[src/rtl/ctk_pkg.sv]
package ctk_pkg;
  // io addresses of the touch registers
  localparam logic [7:0] ADDR_POWER_OPT = 8'h0A;
  localparam logic [7:0] ADDR_SELECT = 8'h41;
  localparam logic [7:0] ADDR_CHARGE_CTL = 8'h42;
  localparam logic [7:0] ADDR_KEY_UPPER = 8'h43;
  localparam logic [7:0] ADDR_KEY_LOWER = 8'h45;
  localparam logic [7:0] ADDR_PARAM_RSVD = 8'h46;
  localparam logic [7:0] ADDR_PARAM_TYPE = 8'h47;
  localparam logic [7:0] ADDR_COUNT_HIGH = 8'h48;
  localparam logic [7:0] ADDR_COUNT_LOW = 8'h49;

  // touch_select fields
  localparam int CLK_SEL_LSB = 5;
  localparam int VREF_SEL_LSB = 2;
  localparam int DISCHG_SEL_LSB = 0;
  localparam logic [2:0] CLK_SEL_RST = 3'h0;
  localparam logic [2:0] VREF_SEL_RST = 3'h3;
  localparam logic [1:0] DISCHG_SEL_RST = 2'h0;

  // touch_charge_control fields
  localparam int CNT_EN_BIT = 7;
  localparam int CMD_LSB = 4;
  localparam logic CNT_EN_RST = 1'b0;
  localparam logic [2:0] CMD_HALT = 3'h0;
  localparam logic [2:0] CMD_MEASURE_START = 3'h1;
  localparam logic [2:0] CMD_DISCHARGE = 3'h3;
  localparam logic [2:0] STAT_READY = 3'h0;
  localparam logic [2:0] STAT_RUNNING = 3'h1;
  localparam logic [2:0] STAT_DISCHARGING = 3'h3;

  // key enables
  localparam int KEY_UPPER_W = 5;
  localparam int KEY_LOWER_W = 8;
  localparam logic [7:0] KEY_RST = 8'h00;

  // touch_param registers
  localparam logic [7:0] PARAM_RSVD_RST = 8'h00;
  localparam int TYPE_LSB = 6;
  localparam int REF_MODE_LSB = 0;
  localparam logic [1:0] TYPE_RST = 2'h0;
  localparam logic [1:0] TYPE_REGULATED = 2'h1;
  localparam logic [1:0] REF_MODE_RST = 2'h0;
  localparam logic [1:0] REF_ALWAYS_ON = 2'h1;

  // touch_power_option fields
  localparam int LDO_2V_BIT = 3;
  localparam int SUPPLY_LDO_BIT = 2;
  localparam logic POWER_BIT_RST = 1'b0;

  // pre-discharge lengths in touch clocks
  localparam logic [7:0] DISCHG_SHORT = 8'h40;
  localparam logic [7:0] DISCHG_LONG = 8'h80;

  localparam int COUNT_W = 12;
endpackage : ctk_pkg

[src/rtl/ctk_touch_sense.sv]
`timescale 1ns/10ps
module ctk_touch_sense (
  // clock and reset
  input wire logic SYS_CLK_I,
  input wire logic NRST_I,
  // io register port
  input wire logic [7:0] IO_ADDR_I,
  input wire logic IO_WR_I,
  input wire logic IO_RD_I,
  input wire logic [7:0] IO_WDATA_I,
  output logic [7:0] IO_RDATA_O,
  // oscillators and sense comparator, asynchronous
  input wire logic LOW_SPEED_RC_OSC_I,
  input wire logic HIGH_SPEED_RC_OSC_I,
  input wire logic SENSE_TRIP_I,
  // analog front end controls
  output logic TOUCH_POWER_O,
  output logic TOUCH_DISCHARGE_O,
  output logic TOUCH_CHARGE_O,
  output logic TOUCH_MEAS_CLOCK_O,
  output logic [2:0] TOUCH_VREF_SEL_O,
  output logic [12:0] TOUCH_KEY_EN_O,
  output logic TOUCH_CAP_TO_GND_O,
  output logic TOUCH_REF_ON_O,
  output logic LDO_SEL_2V_O,
  output logic TOUCH_SUPPLY_LDO_O,
  output logic TOUCH_SUPPLY_RAIL_LDO_O
);
  import ctk_pkg::*;

  typedef enum logic [3:0] {
    ST_READY = 4'b0001,
    ST_PRE = 4'b0010,
    ST_CHARGE = 4'b0100,
    ST_DISCH = 4'b1000
  } ctk_state_e;

  function automatic logic [6:0] div_mask(input logic [2:0] sel);
    logic [7:0] one_hot;
    one_hot = 8'h01 << sel;
    div_mask = 7'(one_hot - 8'h01);
  endfunction : div_mask

  function automatic logic [2:0] status_code(input ctk_state_e st);
    unique case (st)
      ST_READY: status_code = STAT_READY;
      ST_PRE, ST_CHARGE: status_code = STAT_RUNNING;
      ST_DISCH: status_code = STAT_DISCHARGING;
      default: status_code = STAT_READY;
    endcase
  endfunction : status_code

  ctk_state_e state_q;
  logic [2:0] clk_sel_q;
  logic [2:0] vref_sel_q;
  logic [1:0] dischg_sel_q;
  logic cnt_en_q;
  logic [KEY_UPPER_W-1:0] key_upper_q;
  logic [KEY_LOWER_W-1:0] key_lower_q;
  logic [7:0] param_rsvd_q;
  logic [1:0] type_q;
  logic [3:0] type_rsvd_q;
  logic [1:0] ref_mode_q;
  logic ldo_2v_q;
  logic supply_ldo_q;
  logic [COUNT_W-1:0] count_q;
  logic [7:0] dischg_left_q;
  logic [6:0] div_q;
  logic [2:0] sync1_q;
  logic [2:0] sync2_q;
  logic [2:0] sync3_q;
  logic [2:0] level_q;
  logic [2:0] agree;
  logic lrc_tick;
  logic hrc_tick;
  logic trip;
  logic touch_tick;
  logic wr_ctl;
  logic [2:0] wr_cmd;
  logic [7:0] dischg_len;

  // osc and comparator inputs: three stages, change taken when stages 2 and 3 agree
  always_ff @(posedge SYS_CLK_I or negedge NRST_I) begin
    if (!NRST_I) begin
      sync1_q <= 3'h0;
      sync2_q <= 3'h0;
      sync3_q <= 3'h0;
      level_q <= 3'h0;
    end else begin
      sync1_q <= {SENSE_TRIP_I, HIGH_SPEED_RC_OSC_I, LOW_SPEED_RC_OSC_I};
      sync2_q <= sync1_q;
      sync3_q <= sync2_q;
      level_q <= (agree & sync2_q) | (~agree & level_q);
    end
  end

  assign agree = ~(sync2_q ^ sync3_q);
  assign lrc_tick = agree[0] & sync2_q[0] & ~level_q[0];
  assign hrc_tick = agree[1] & sync2_q[1] & ~level_q[1];
  assign trip = level_q[2];

  // fast oscillator prescaler; the oscillators must run below a quarter of SYS_CLK
  always_ff @(posedge SYS_CLK_I or negedge NRST_I) begin
    if (!NRST_I) begin
      div_q <= 7'h00;
    end else if (hrc_tick) begin
      div_q <= div_q + 7'h01;
    end
  end

  always_comb begin
    if (clk_sel_q == 3'h0) begin
      touch_tick = lrc_tick;
    end else begin
      touch_tick = hrc_tick && ((div_q & div_mask(clk_sel_q)) == div_mask(clk_sel_q));
    end
  end

  assign wr_ctl = IO_WR_I && (IO_ADDR_I == ADDR_CHARGE_CTL);
  assign wr_cmd = IO_WDATA_I[CMD_LSB +: 3];
  // only bit 0 is decoded: codes x0 give the short interval, x1 the long one
  assign dischg_len = dischg_sel_q[0] ? DISCHG_LONG : DISCHG_SHORT;

  // configuration registers
  always_ff @(posedge SYS_CLK_I or negedge NRST_I) begin
    if (!NRST_I) begin
      clk_sel_q <= CLK_SEL_RST;
      vref_sel_q <= VREF_SEL_RST;
      dischg_sel_q <= DISCHG_SEL_RST;
      key_upper_q <= KEY_RST[KEY_UPPER_W-1:0];
      key_lower_q <= KEY_RST;
      param_rsvd_q <= PARAM_RSVD_RST;
      type_q <= TYPE_RST;
      type_rsvd_q <= 4'h0;
      ref_mode_q <= REF_MODE_RST;
      ldo_2v_q <= POWER_BIT_RST;
      supply_ldo_q <= POWER_BIT_RST;
    end else if (IO_WR_I) begin
      unique case (IO_ADDR_I)
        ADDR_SELECT: begin
          clk_sel_q <= IO_WDATA_I[CLK_SEL_LSB +: 3];
          vref_sel_q <= IO_WDATA_I[VREF_SEL_LSB +: 3];
          dischg_sel_q <= IO_WDATA_I[DISCHG_SEL_LSB +: 2];
        end
        ADDR_KEY_UPPER: key_upper_q <= IO_WDATA_I[KEY_UPPER_W-1:0];
        ADDR_KEY_LOWER: key_lower_q <= IO_WDATA_I;
        ADDR_PARAM_RSVD: param_rsvd_q <= IO_WDATA_I;
        ADDR_PARAM_TYPE: begin
          type_q <= IO_WDATA_I[TYPE_LSB +: 2];
          type_rsvd_q <= IO_WDATA_I[5:2];
          ref_mode_q <= IO_WDATA_I[REF_MODE_LSB +: 2];
        end
        ADDR_POWER_OPT: begin
          ldo_2v_q <= IO_WDATA_I[LDO_2V_BIT];
          supply_ldo_q <= IO_WDATA_I[SUPPLY_LDO_BIT];
        end
        default: ;
      endcase
    end
  end

  // counter enable bit
  always_ff @(posedge SYS_CLK_I or negedge NRST_I) begin
    if (!NRST_I) begin
      cnt_en_q <= CNT_EN_RST;
    end else if (wr_ctl) begin
      cnt_en_q <= IO_WDATA_I[CNT_EN_BIT];
    end
  end

  // measurement sequencer; a valid command pre-empts whatever is in progress
  always_ff @(posedge SYS_CLK_I or negedge NRST_I) begin
    if (!NRST_I) begin
      state_q <= ST_READY;
      dischg_left_q <= 8'h00;
      TOUCH_POWER_O <= 1'b0;
    end else if (wr_ctl && wr_cmd == CMD_HALT) begin
      state_q <= ST_READY;
      TOUCH_POWER_O <= 1'b0;
    end else if (wr_ctl && wr_cmd == CMD_MEASURE_START) begin
      state_q <= ST_PRE;
      dischg_left_q <= dischg_len;
      TOUCH_POWER_O <= 1'b1;
    end else if (wr_ctl && wr_cmd == CMD_DISCHARGE) begin
      state_q <= ST_DISCH;
      dischg_left_q <= dischg_len;
      TOUCH_POWER_O <= 1'b1;
    end else if (touch_tick) begin
      unique case (state_q)
        ST_PRE: begin
          dischg_left_q <= dischg_left_q - 8'h01;
          if (dischg_left_q == 8'h01) begin
            state_q <= ST_CHARGE;
          end
        end
        ST_DISCH: begin
          dischg_left_q <= dischg_left_q - 8'h01;
          if (dischg_left_q == 8'h01) begin
            state_q <= ST_READY;
          end
        end
        ST_CHARGE: begin
          // a full count ends the cycle so a missing trip cannot hang it while the counter is enabled
          if (trip || count_q == {COUNT_W{1'b1}}) begin
            state_q <= ST_READY;
          end
        end
        default: ;
      endcase
    end
  end

  // charge counter
  always_ff @(posedge SYS_CLK_I or negedge NRST_I) begin
    if (!NRST_I) begin
      count_q <= '0;
    end else if (wr_ctl && (IO_WDATA_I[CNT_EN_BIT] || wr_cmd == CMD_MEASURE_START)) begin
      count_q <= '0;
    end else if (state_q == ST_CHARGE && cnt_en_q && touch_tick && !trip
                 && count_q != {COUNT_W{1'b1}}) begin
      count_q <= count_q + 12'h001;
    end
  end

  // read port, one cycle latency; write-only and unmapped addresses read zero
  always_ff @(posedge SYS_CLK_I or negedge NRST_I) begin
    if (!NRST_I) begin
      IO_RDATA_O <= 8'h00;
    end else if (IO_RD_I) begin
      unique case (IO_ADDR_I)
        ADDR_SELECT: IO_RDATA_O <= {clk_sel_q, vref_sel_q, dischg_sel_q};
        ADDR_CHARGE_CTL: IO_RDATA_O <= {cnt_en_q, status_code(state_q), 4'h0};
        ADDR_KEY_UPPER: IO_RDATA_O <= {3'h0, key_upper_q};
        ADDR_KEY_LOWER: IO_RDATA_O <= key_lower_q;
        ADDR_PARAM_RSVD: IO_RDATA_O <= param_rsvd_q;
        ADDR_PARAM_TYPE: IO_RDATA_O <= {type_q, type_rsvd_q, ref_mode_q};
        ADDR_COUNT_HIGH: IO_RDATA_O <= {4'h0, count_q[11:8]};
        ADDR_COUNT_LOW: IO_RDATA_O <= count_q[7:0];
        default: IO_RDATA_O <= 8'h00;
      endcase
    end
  end

  // front end drive
  always_ff @(posedge SYS_CLK_I or negedge NRST_I) begin
    if (!NRST_I) begin
      TOUCH_DISCHARGE_O <= 1'b0;
      TOUCH_CHARGE_O <= 1'b0;
      TOUCH_MEAS_CLOCK_O <= 1'b0;
      TOUCH_VREF_SEL_O <= VREF_SEL_RST;
      TOUCH_KEY_EN_O <= 13'h0000;
      TOUCH_CAP_TO_GND_O <= 1'b0;
      TOUCH_REF_ON_O <= 1'b0;
      LDO_SEL_2V_O <= 1'b0;
      TOUCH_SUPPLY_LDO_O <= 1'b0;
      TOUCH_SUPPLY_RAIL_LDO_O <= 1'b0;
    end else begin
      TOUCH_DISCHARGE_O <= (state_q == ST_PRE) || (state_q == ST_DISCH);
      TOUCH_CHARGE_O <= (state_q == ST_CHARGE);
      TOUCH_MEAS_CLOCK_O <= touch_tick;
      TOUCH_VREF_SEL_O <= vref_sel_q;
      TOUCH_KEY_EN_O <= {key_upper_q, key_lower_q};
      TOUCH_CAP_TO_GND_O <= (type_q == TYPE_REGULATED);
      TOUCH_REF_ON_O <= (ref_mode_q == REF_ALWAYS_ON);
      LDO_SEL_2V_O <= ldo_2v_q;
      TOUCH_SUPPLY_LDO_O <= supply_ldo_q;
      // the reference scales from the regulator only when it feeds the module
      TOUCH_SUPPLY_RAIL_LDO_O <= supply_ldo_q;
    end
  end

  // helper for pre-discharge length check
  logic [7:0] pre_ticks_q;
  always_ff @(posedge SYS_CLK_I or negedge NRST_I) begin
    if (!NRST_I) begin
      pre_ticks_q <= 8'h00;
    end else if (state_q != ST_PRE) begin
      pre_ticks_q <= 8'h00;
    end else if (touch_tick) begin
      pre_ticks_q <= pre_ticks_q + 8'h01;
    end
  end

  slow_clock_a: assert property (@(posedge SYS_CLK_I) disable iff (!NRST_I)
    (clk_sel_q == 3'h0 && touch_tick) |-> lrc_tick)
    else $error("touch clock not from slow oscillator");

  vref_follow_a: assert property (@(posedge SYS_CLK_I) disable iff (!NRST_I)
    (IO_WR_I && IO_ADDR_I == ADDR_SELECT) |=> ##1 TOUCH_VREF_SEL_O == $past(IO_WDATA_I[4:2], 2))
    else $error("reference select not applied");

  pre_length_a: assert property (@(posedge SYS_CLK_I) disable iff (!NRST_I)
    ($past(state_q) == ST_PRE && state_q == ST_CHARGE)
      |-> $past(pre_ticks_q) + 8'h01 == $past(dischg_len))
    else $error("pre-discharge length wrong");

  count_clear_a: assert property (@(posedge SYS_CLK_I) disable iff (!NRST_I)
    (wr_ctl && IO_WDATA_I[CNT_EN_BIT]) |=> count_q == '0)
    else $error("counter not cleared on enable");

  start_cmd_a: assert property (@(posedge SYS_CLK_I) disable iff (!NRST_I)
    (wr_ctl && wr_cmd == CMD_MEASURE_START) |=> state_q == ST_PRE ##1 TOUCH_DISCHARGE_O)
    else $error("start command not taken");

  halt_cmd_a: assert property (@(posedge SYS_CLK_I) disable iff (!NRST_I)
    (wr_ctl && wr_cmd == CMD_HALT) |=> !TOUCH_POWER_O && state_q == ST_READY)
    else $error("halt command not taken");

  status_read_a: assert property (@(posedge SYS_CLK_I) disable iff (!NRST_I)
    (IO_RD_I && IO_ADDR_I == ADDR_CHARGE_CTL && state_q == ST_DISCH && !wr_ctl)
      |=> IO_RDATA_O[6:4] == STAT_DISCHARGING)
    else $error("discharging status wrong");

  key_map_a: assert property (@(posedge SYS_CLK_I) disable iff (!NRST_I)
    (IO_WR_I && IO_ADDR_I == ADDR_KEY_LOWER) |=> ##1 TOUCH_KEY_EN_O[7:0] == $past(IO_WDATA_I, 2))
    else $error("lower key enables misplaced");

  count_read_a: assert property (@(posedge SYS_CLK_I) disable iff (!NRST_I)
    (IO_RD_I && IO_ADDR_I == ADDR_COUNT_HIGH) |=> IO_RDATA_O == {4'h0, $past(count_q[11:8])})
    else $error("count high byte wrong");

  count_hold_a: assert property (@(posedge SYS_CLK_I) disable iff (!NRST_I)
    (state_q == ST_READY && !wr_ctl) |=> $stable(count_q))
    else $error("count moved while ready");

  disch_end_a: assert property (@(posedge SYS_CLK_I) disable iff (!NRST_I)
    (state_q == ST_DISCH && dischg_left_q == 8'h01 && touch_tick && !wr_ctl)
      |=> state_q == ST_READY)
    else $error("discharge did not end");
endmodule : ctk_touch_sense

[config.mk]
export PLATFORM = sky130hd
export DESIGN_NAME = ctk_touch_sense
export DESIGN_NICKNAME = d
export VERILOG_FILES = /design/src/rtl/ctk_pkg.sv /design/src/rtl/ctk_touch_sense.sv
export SDC_FILE = /design/constraint.sdc
export NUM_CORES = 1
export LEC_CHECK = 0
export BUFFER_PORTS_ARGS = -buffer_cell sky130_fd_sc_hd__buf_4
export CAP_MARGIN = 40
export CORE_MARGIN = 3
export CORE_UTILIZATION = 53
export CTS_CLUSTER_SIZE = 24
export DETAILED_ROUTE_END_ITERATION = 8
export PLACE_DENSITY = 0.76
export SYNTH_ARGS = -nofsm -noshare
export SYNTH_HDL_FRONTEND = slang
export SYNTH_SLANG_ARGS = --single-unit
export TNS_END_PERCENT = 5
[constraint.sdc]
create_clock -name SYS_CLK_I -period 2.83 [get_ports SYS_CLK_I]
set_clock_uncertainty 0.1 [all_clocks]
set_input_delay 0.566 -clock SYS_CLK_I [delete_from_list [all_inputs] [get_ports SYS_CLK_I]]
set_output_delay 0.566 -clock SYS_CLK_I [all_outputs]
set_load 0.02 [all_outputs]
==> summary.txt <==
Synth
  • Synthesized net count: 489
  • Avg Inst Size Synth: 11.7 um^2
  • Top cell type's share of synthesized area: 0.512
  • Area contributors post-synth: dfrtp_1 (51%), mux2_2 (10%), dfstp_2 (2.4%)
  • Synth area leader: dfrtp_1
  • Sequential fraction of the synthesis area: 0.537
  • Synthesis-stage register bit count: 115
  • Async set-reset flop share out of synthesis: 1.00
  • Synth Cell Area: 5370 um^2
  • Yosys warning count: 0
  • Synth cell types: 65
  • Synth Instances: 459
  • Number of flops mapped to enable cells by yosys: 0
  • Synth Flop Type: dfrtp_1

Drt
  • Residual DRC: 0
  • Via count: about 4200
  • Starting DRC count in detailed routing: 333
  • Wire per inst: 19.2 um
  • Drt first pass iters: 4
  • Final wirelength: 13200 um
  • Vias per cell: 6.10
  • Routed Antenna Nets: 0

Power
  • Pleak: 3.10 nW
  • Int Pwr: 3.36 mW
  • Total power: 4.56 mW
  • Seq pwr share: 0.416
  • Logic pwr share: 0.122
  • Clock power share: 0.462
  • VDD IR max: 0.416 mV
  • Sw Share: 0.262
  • PwrDens: 674 nW/um^2
  • Net switching power: 1.19 mW

STA
  • Minimum clock period: approximately 2.8 ns
  • Rel. slew slack: 0.590
  • Total Neg Setup Slack: 0 ns
  • Worst hold slack: 0.0474 ns
  • Actual slew at the worst max-slew pin: 0.611 ns
  • Maximum clock rate: 356 MHz
  • RSZ-0062 raised after global routing: true
  • Final Hold Viols: 0
  • Final Cycle Share: 0.992
  • Max-slew violation count: 0
  • Final setup viols: 0

Floorplanning
  • Die width: between 100 and 150 um
  • Number of core rows: 36
  • Die Y-Extent: roughly 110 um
  • Initial Utilization: 0.547
  • I/O pins: between 50 and 60
  • Die area: 11400 um^2
  • Core ar.: 9820 um^2

Cells and area
  • Synth-to-Final Area Change: 25.9%
  • Final net count: 570
  • Layout cells sized above 1: 0.351
  • Antenna Cells: 0
  • Final core utilization: 0.689
  • Fill cells: a little over 700
  • Post-route cell area: 6770 um^2

Worst setup path
  • CP Max Fanout: 7
  • Top Family by Delay on Critical Path: compound AO/OA/AOI/OAI gates
  • R2R Path Start: clk_sel_q[2]
  • WS Path Type: reg2reg
  • Worst path required time: approximately 3.2 ns
  • Critical Path End Type: register
  • Critical path origin: clk_sel_q[2]
  • Buf/Inv on CP: 2
  • Worst EP arrival: about 3.1 ns
  • CP peak stage delay: ~0.42 ns
  • R2r setup slk: 0.02 ns
  • Critical-path cell list: or3_4, ha_4, o2111a_1, o2111ai_2, o31a_1, buf_6, buf_4, or3_1, a21oi_1
  • Worst setup SP type: register
  • CP max stage cell: or3_4

Global routing
  • Vias in the first global route: 4206
  • Total Routing Usage GR: 0.240
  • Initial antenna violation count: 0
  • Global route overflow: 0
  • Largest net degree at the start of global routing: 44
  • First-pass GRT wire length: 21200 um

Clock tree
  • Clk_lat worst skew: 0.52 ns
  • Clock buffer depth: 2
  • Clock sink total: ~120
  • CTS H-tree lvls: 4
  • TritonCTS Buffers: 17
  • CTS Root Cell: clkbuf_8
  • Reg clk slew, reported paths: 0.06 ns
  • TritonCTS clock tree: yes

Worst hold path
  • HP Class: in2reg
  • Hold path start: HIGH_SPEED_RC_OSC_I

Place
  • Placer congestion estimate: 0.907
  • Hpwl dp: approximately 8900 um
  • Post-Place Cell Area: between 6000 and 7000 um^2
  • IO buf count: 55

Flow run
  • Max-Cap Viols: 0

Outcome
  • Status: complete, no violations
==> cell usage in the layout (no fill, tap or decap), types with 4 or more instances in the layout <==
| cell | Yosys | routed |
|---|---|---|
| clkinvlp_4 | 0 | 4 |
| nor2_1 | 17 | 16 |
| or4_1 | 7 | 4 |
| nor3_1 | 6 | 6 |
| nand2b_1 | 10 | 10 |
| nor2b_1 | 9 | 9 |
| a21oi_1 | 14 | 11 |
| o31ai_1 | 6 | 5 |
| o22ai_1 | 12 | 12 |
| o21ai_0 | 12 | 12 |
| a31oi_1 | 4 | 4 |
| nor3b_1 | 8 | 8 |
| nand2_1 | 31 | 31 |
| clkbuf_16 | 0 | 16 |
| nand3_1 | 10 | 10 |
| ha_1 | 7 | 6 |
| dfstp_2 | 5 | 5 |
| inv_1 | 16 | 16 |
| a22o_1 | 7 | 7 |
| buf_4 | 4 | 79 |
| or3_1 | 7 | 7 |
| mux2_2 | 50 | 50 |
| dfrtp_1 | 110 | 110 |
| a22oi_1 | 6 | 6 |
| mux2i_1 | 10 | 10 |
| xor2_1 | 4 | 4 |
| xnor2_1 | 6 | 6 |
| nand4_1 | 5 | 5 |
==> Yosys cell counts (4+ instances only) <==
library cell  count
a22oi_1           6
mux2_2           50
or4_1             7
a22o_1            7
buf_4             4
inv_1            16
mux2i_1          10
nand3_1          10
nor3_1            6
nand2b_1         10
a21oi_1          14
or3_1             7
buf_2             4
o31ai_1           6
nor3b_1           8
dfrtp_1         110
nand2_1          31
nor2_1           17
clkbuf_1         13
xnor2_1           6
xor2_1            4
dfstp_2           5
a31oi_1           4
nor2b_1           9
nand4_1           5
ha_1              7
o22ai_1          12
o21ai_0          12
==> what timing repair did <==
item                                    CTS  global route
pin swaps                                 1            13
setup buffers                             0             4
hold buffers                              1             0
hold endpoints to repair                 36             0
resized for setup                         0            18
endpoints found under the setup margin    2            13
gates cloned                              0             1
==> final timing paths <==
path,depth (start not counted),end
max,9,count_q[11]
min,1,sync1_q[1]
max reg2reg,9,count_q[11]
min reg2reg,0,sync2_q[0]
max in group asynchronous,3,state_q[0]
min in group asynchronous,2,TOUCH_KEY_EN_O[0]
==> worst reg2reg max path, cell delays in order (launching register included) <==
cell,delay [ns]
dfrtp_1,0.39
or3_4,0.42
ha_4,0.28
o2111a_1,0.19
o2111ai_2,0.09
o31a_1,0.42
buf_6,0.19
buf_4,0.13
or3_1,0.35
a21oi_1,0.16
==> metal layers <==
layer  share of wire  routed length (um)  global-route usage  vias up
met3           0.068                 895              0.0596       22
li1                -                   -                   -     1861
met2            0.49                6480               0.392      185
met5               0                   0                   0        -
met4           0.021                 274              0.0895        0
met1            0.42                5540               0.311     2115
==> cell families after synthesis <==
group	Yosys count	share of synthesized area
AOI/OAI and AO/OA	90	0.120
xor gates and xnor gates	10	0.0163
adders and majority gates	8	0.0182
buffers and inverters	40	0.0317
DFF	115	0.537
muxes	62	0.129
and+or+nand+nor	134	0.148
==> power by group through the flow <==
| stage | Combinational, mW | Sequential, mW | Clock [mW] |
|---|---|---|---|
| floorplan | 0.298 | 1.91 | 0 |
| global placement | 0.495 | 1.91 | 0 |
| detailed placement | 0.516 | 1.92 | 0 |
| CTS | 0.522 | 1.89 | 2.13 |
| global route | 0.609 | 1.91 | 2.21 |
| finish | 0.557 | 1.89 | 2.10 |
==> metrics by stage <==
stage	cells	setup WS [ns]
finish	686	0.0238
global route	686	-0.0909
CTS	681	0.0319
detailed placement	648	-0.00121
global placement	648	0.0710
floorplan	459	0.131
==> flip-flops by register name (all words and copies together), names as in the netlist, 3 cells and up, named ones only <==
| name | cells |
|---|---|
| IO_RDATA_O | 8 |
| TOUCH_KEY_EN_O | 13 |
| TOUCH_VREF_SEL_O | 3 |
| clk_sel_q | 3 |
| count_q | 12 |
| dischg_left_q | 8 |
| div_q | 7 |
| key_lower_q | 8 |
| key_upper_q | 5 |
| param_rsvd_q | 8 |
| state_q | 4 |
| sync1_q | 3 |
| sync2_q | 3 |
| sync3_q | 3 |
| type_rsvd_q | 4 |
| vref_sel_q | 3 |
==> cell type report <==
| cell class | instances | area, um^2 | area share |
|---|---|---|---|
| multi-input combinational | 304 | 2390 | 0.353 |
| tap | 133 | 166 | 0.0246 |
| clock buffer | 19 | 422 | 0.0623 |
| timing repair buffer | 86 | 682 | 0.101 |
| sequential | 115 | 2880 | 0.426 |
| inverter | 16 | 60.1 | 0.00888 |
| clock inverter | 13 | 161 | 0.0239 |
No activity file was read; power rests on OpenSTA's default activity.
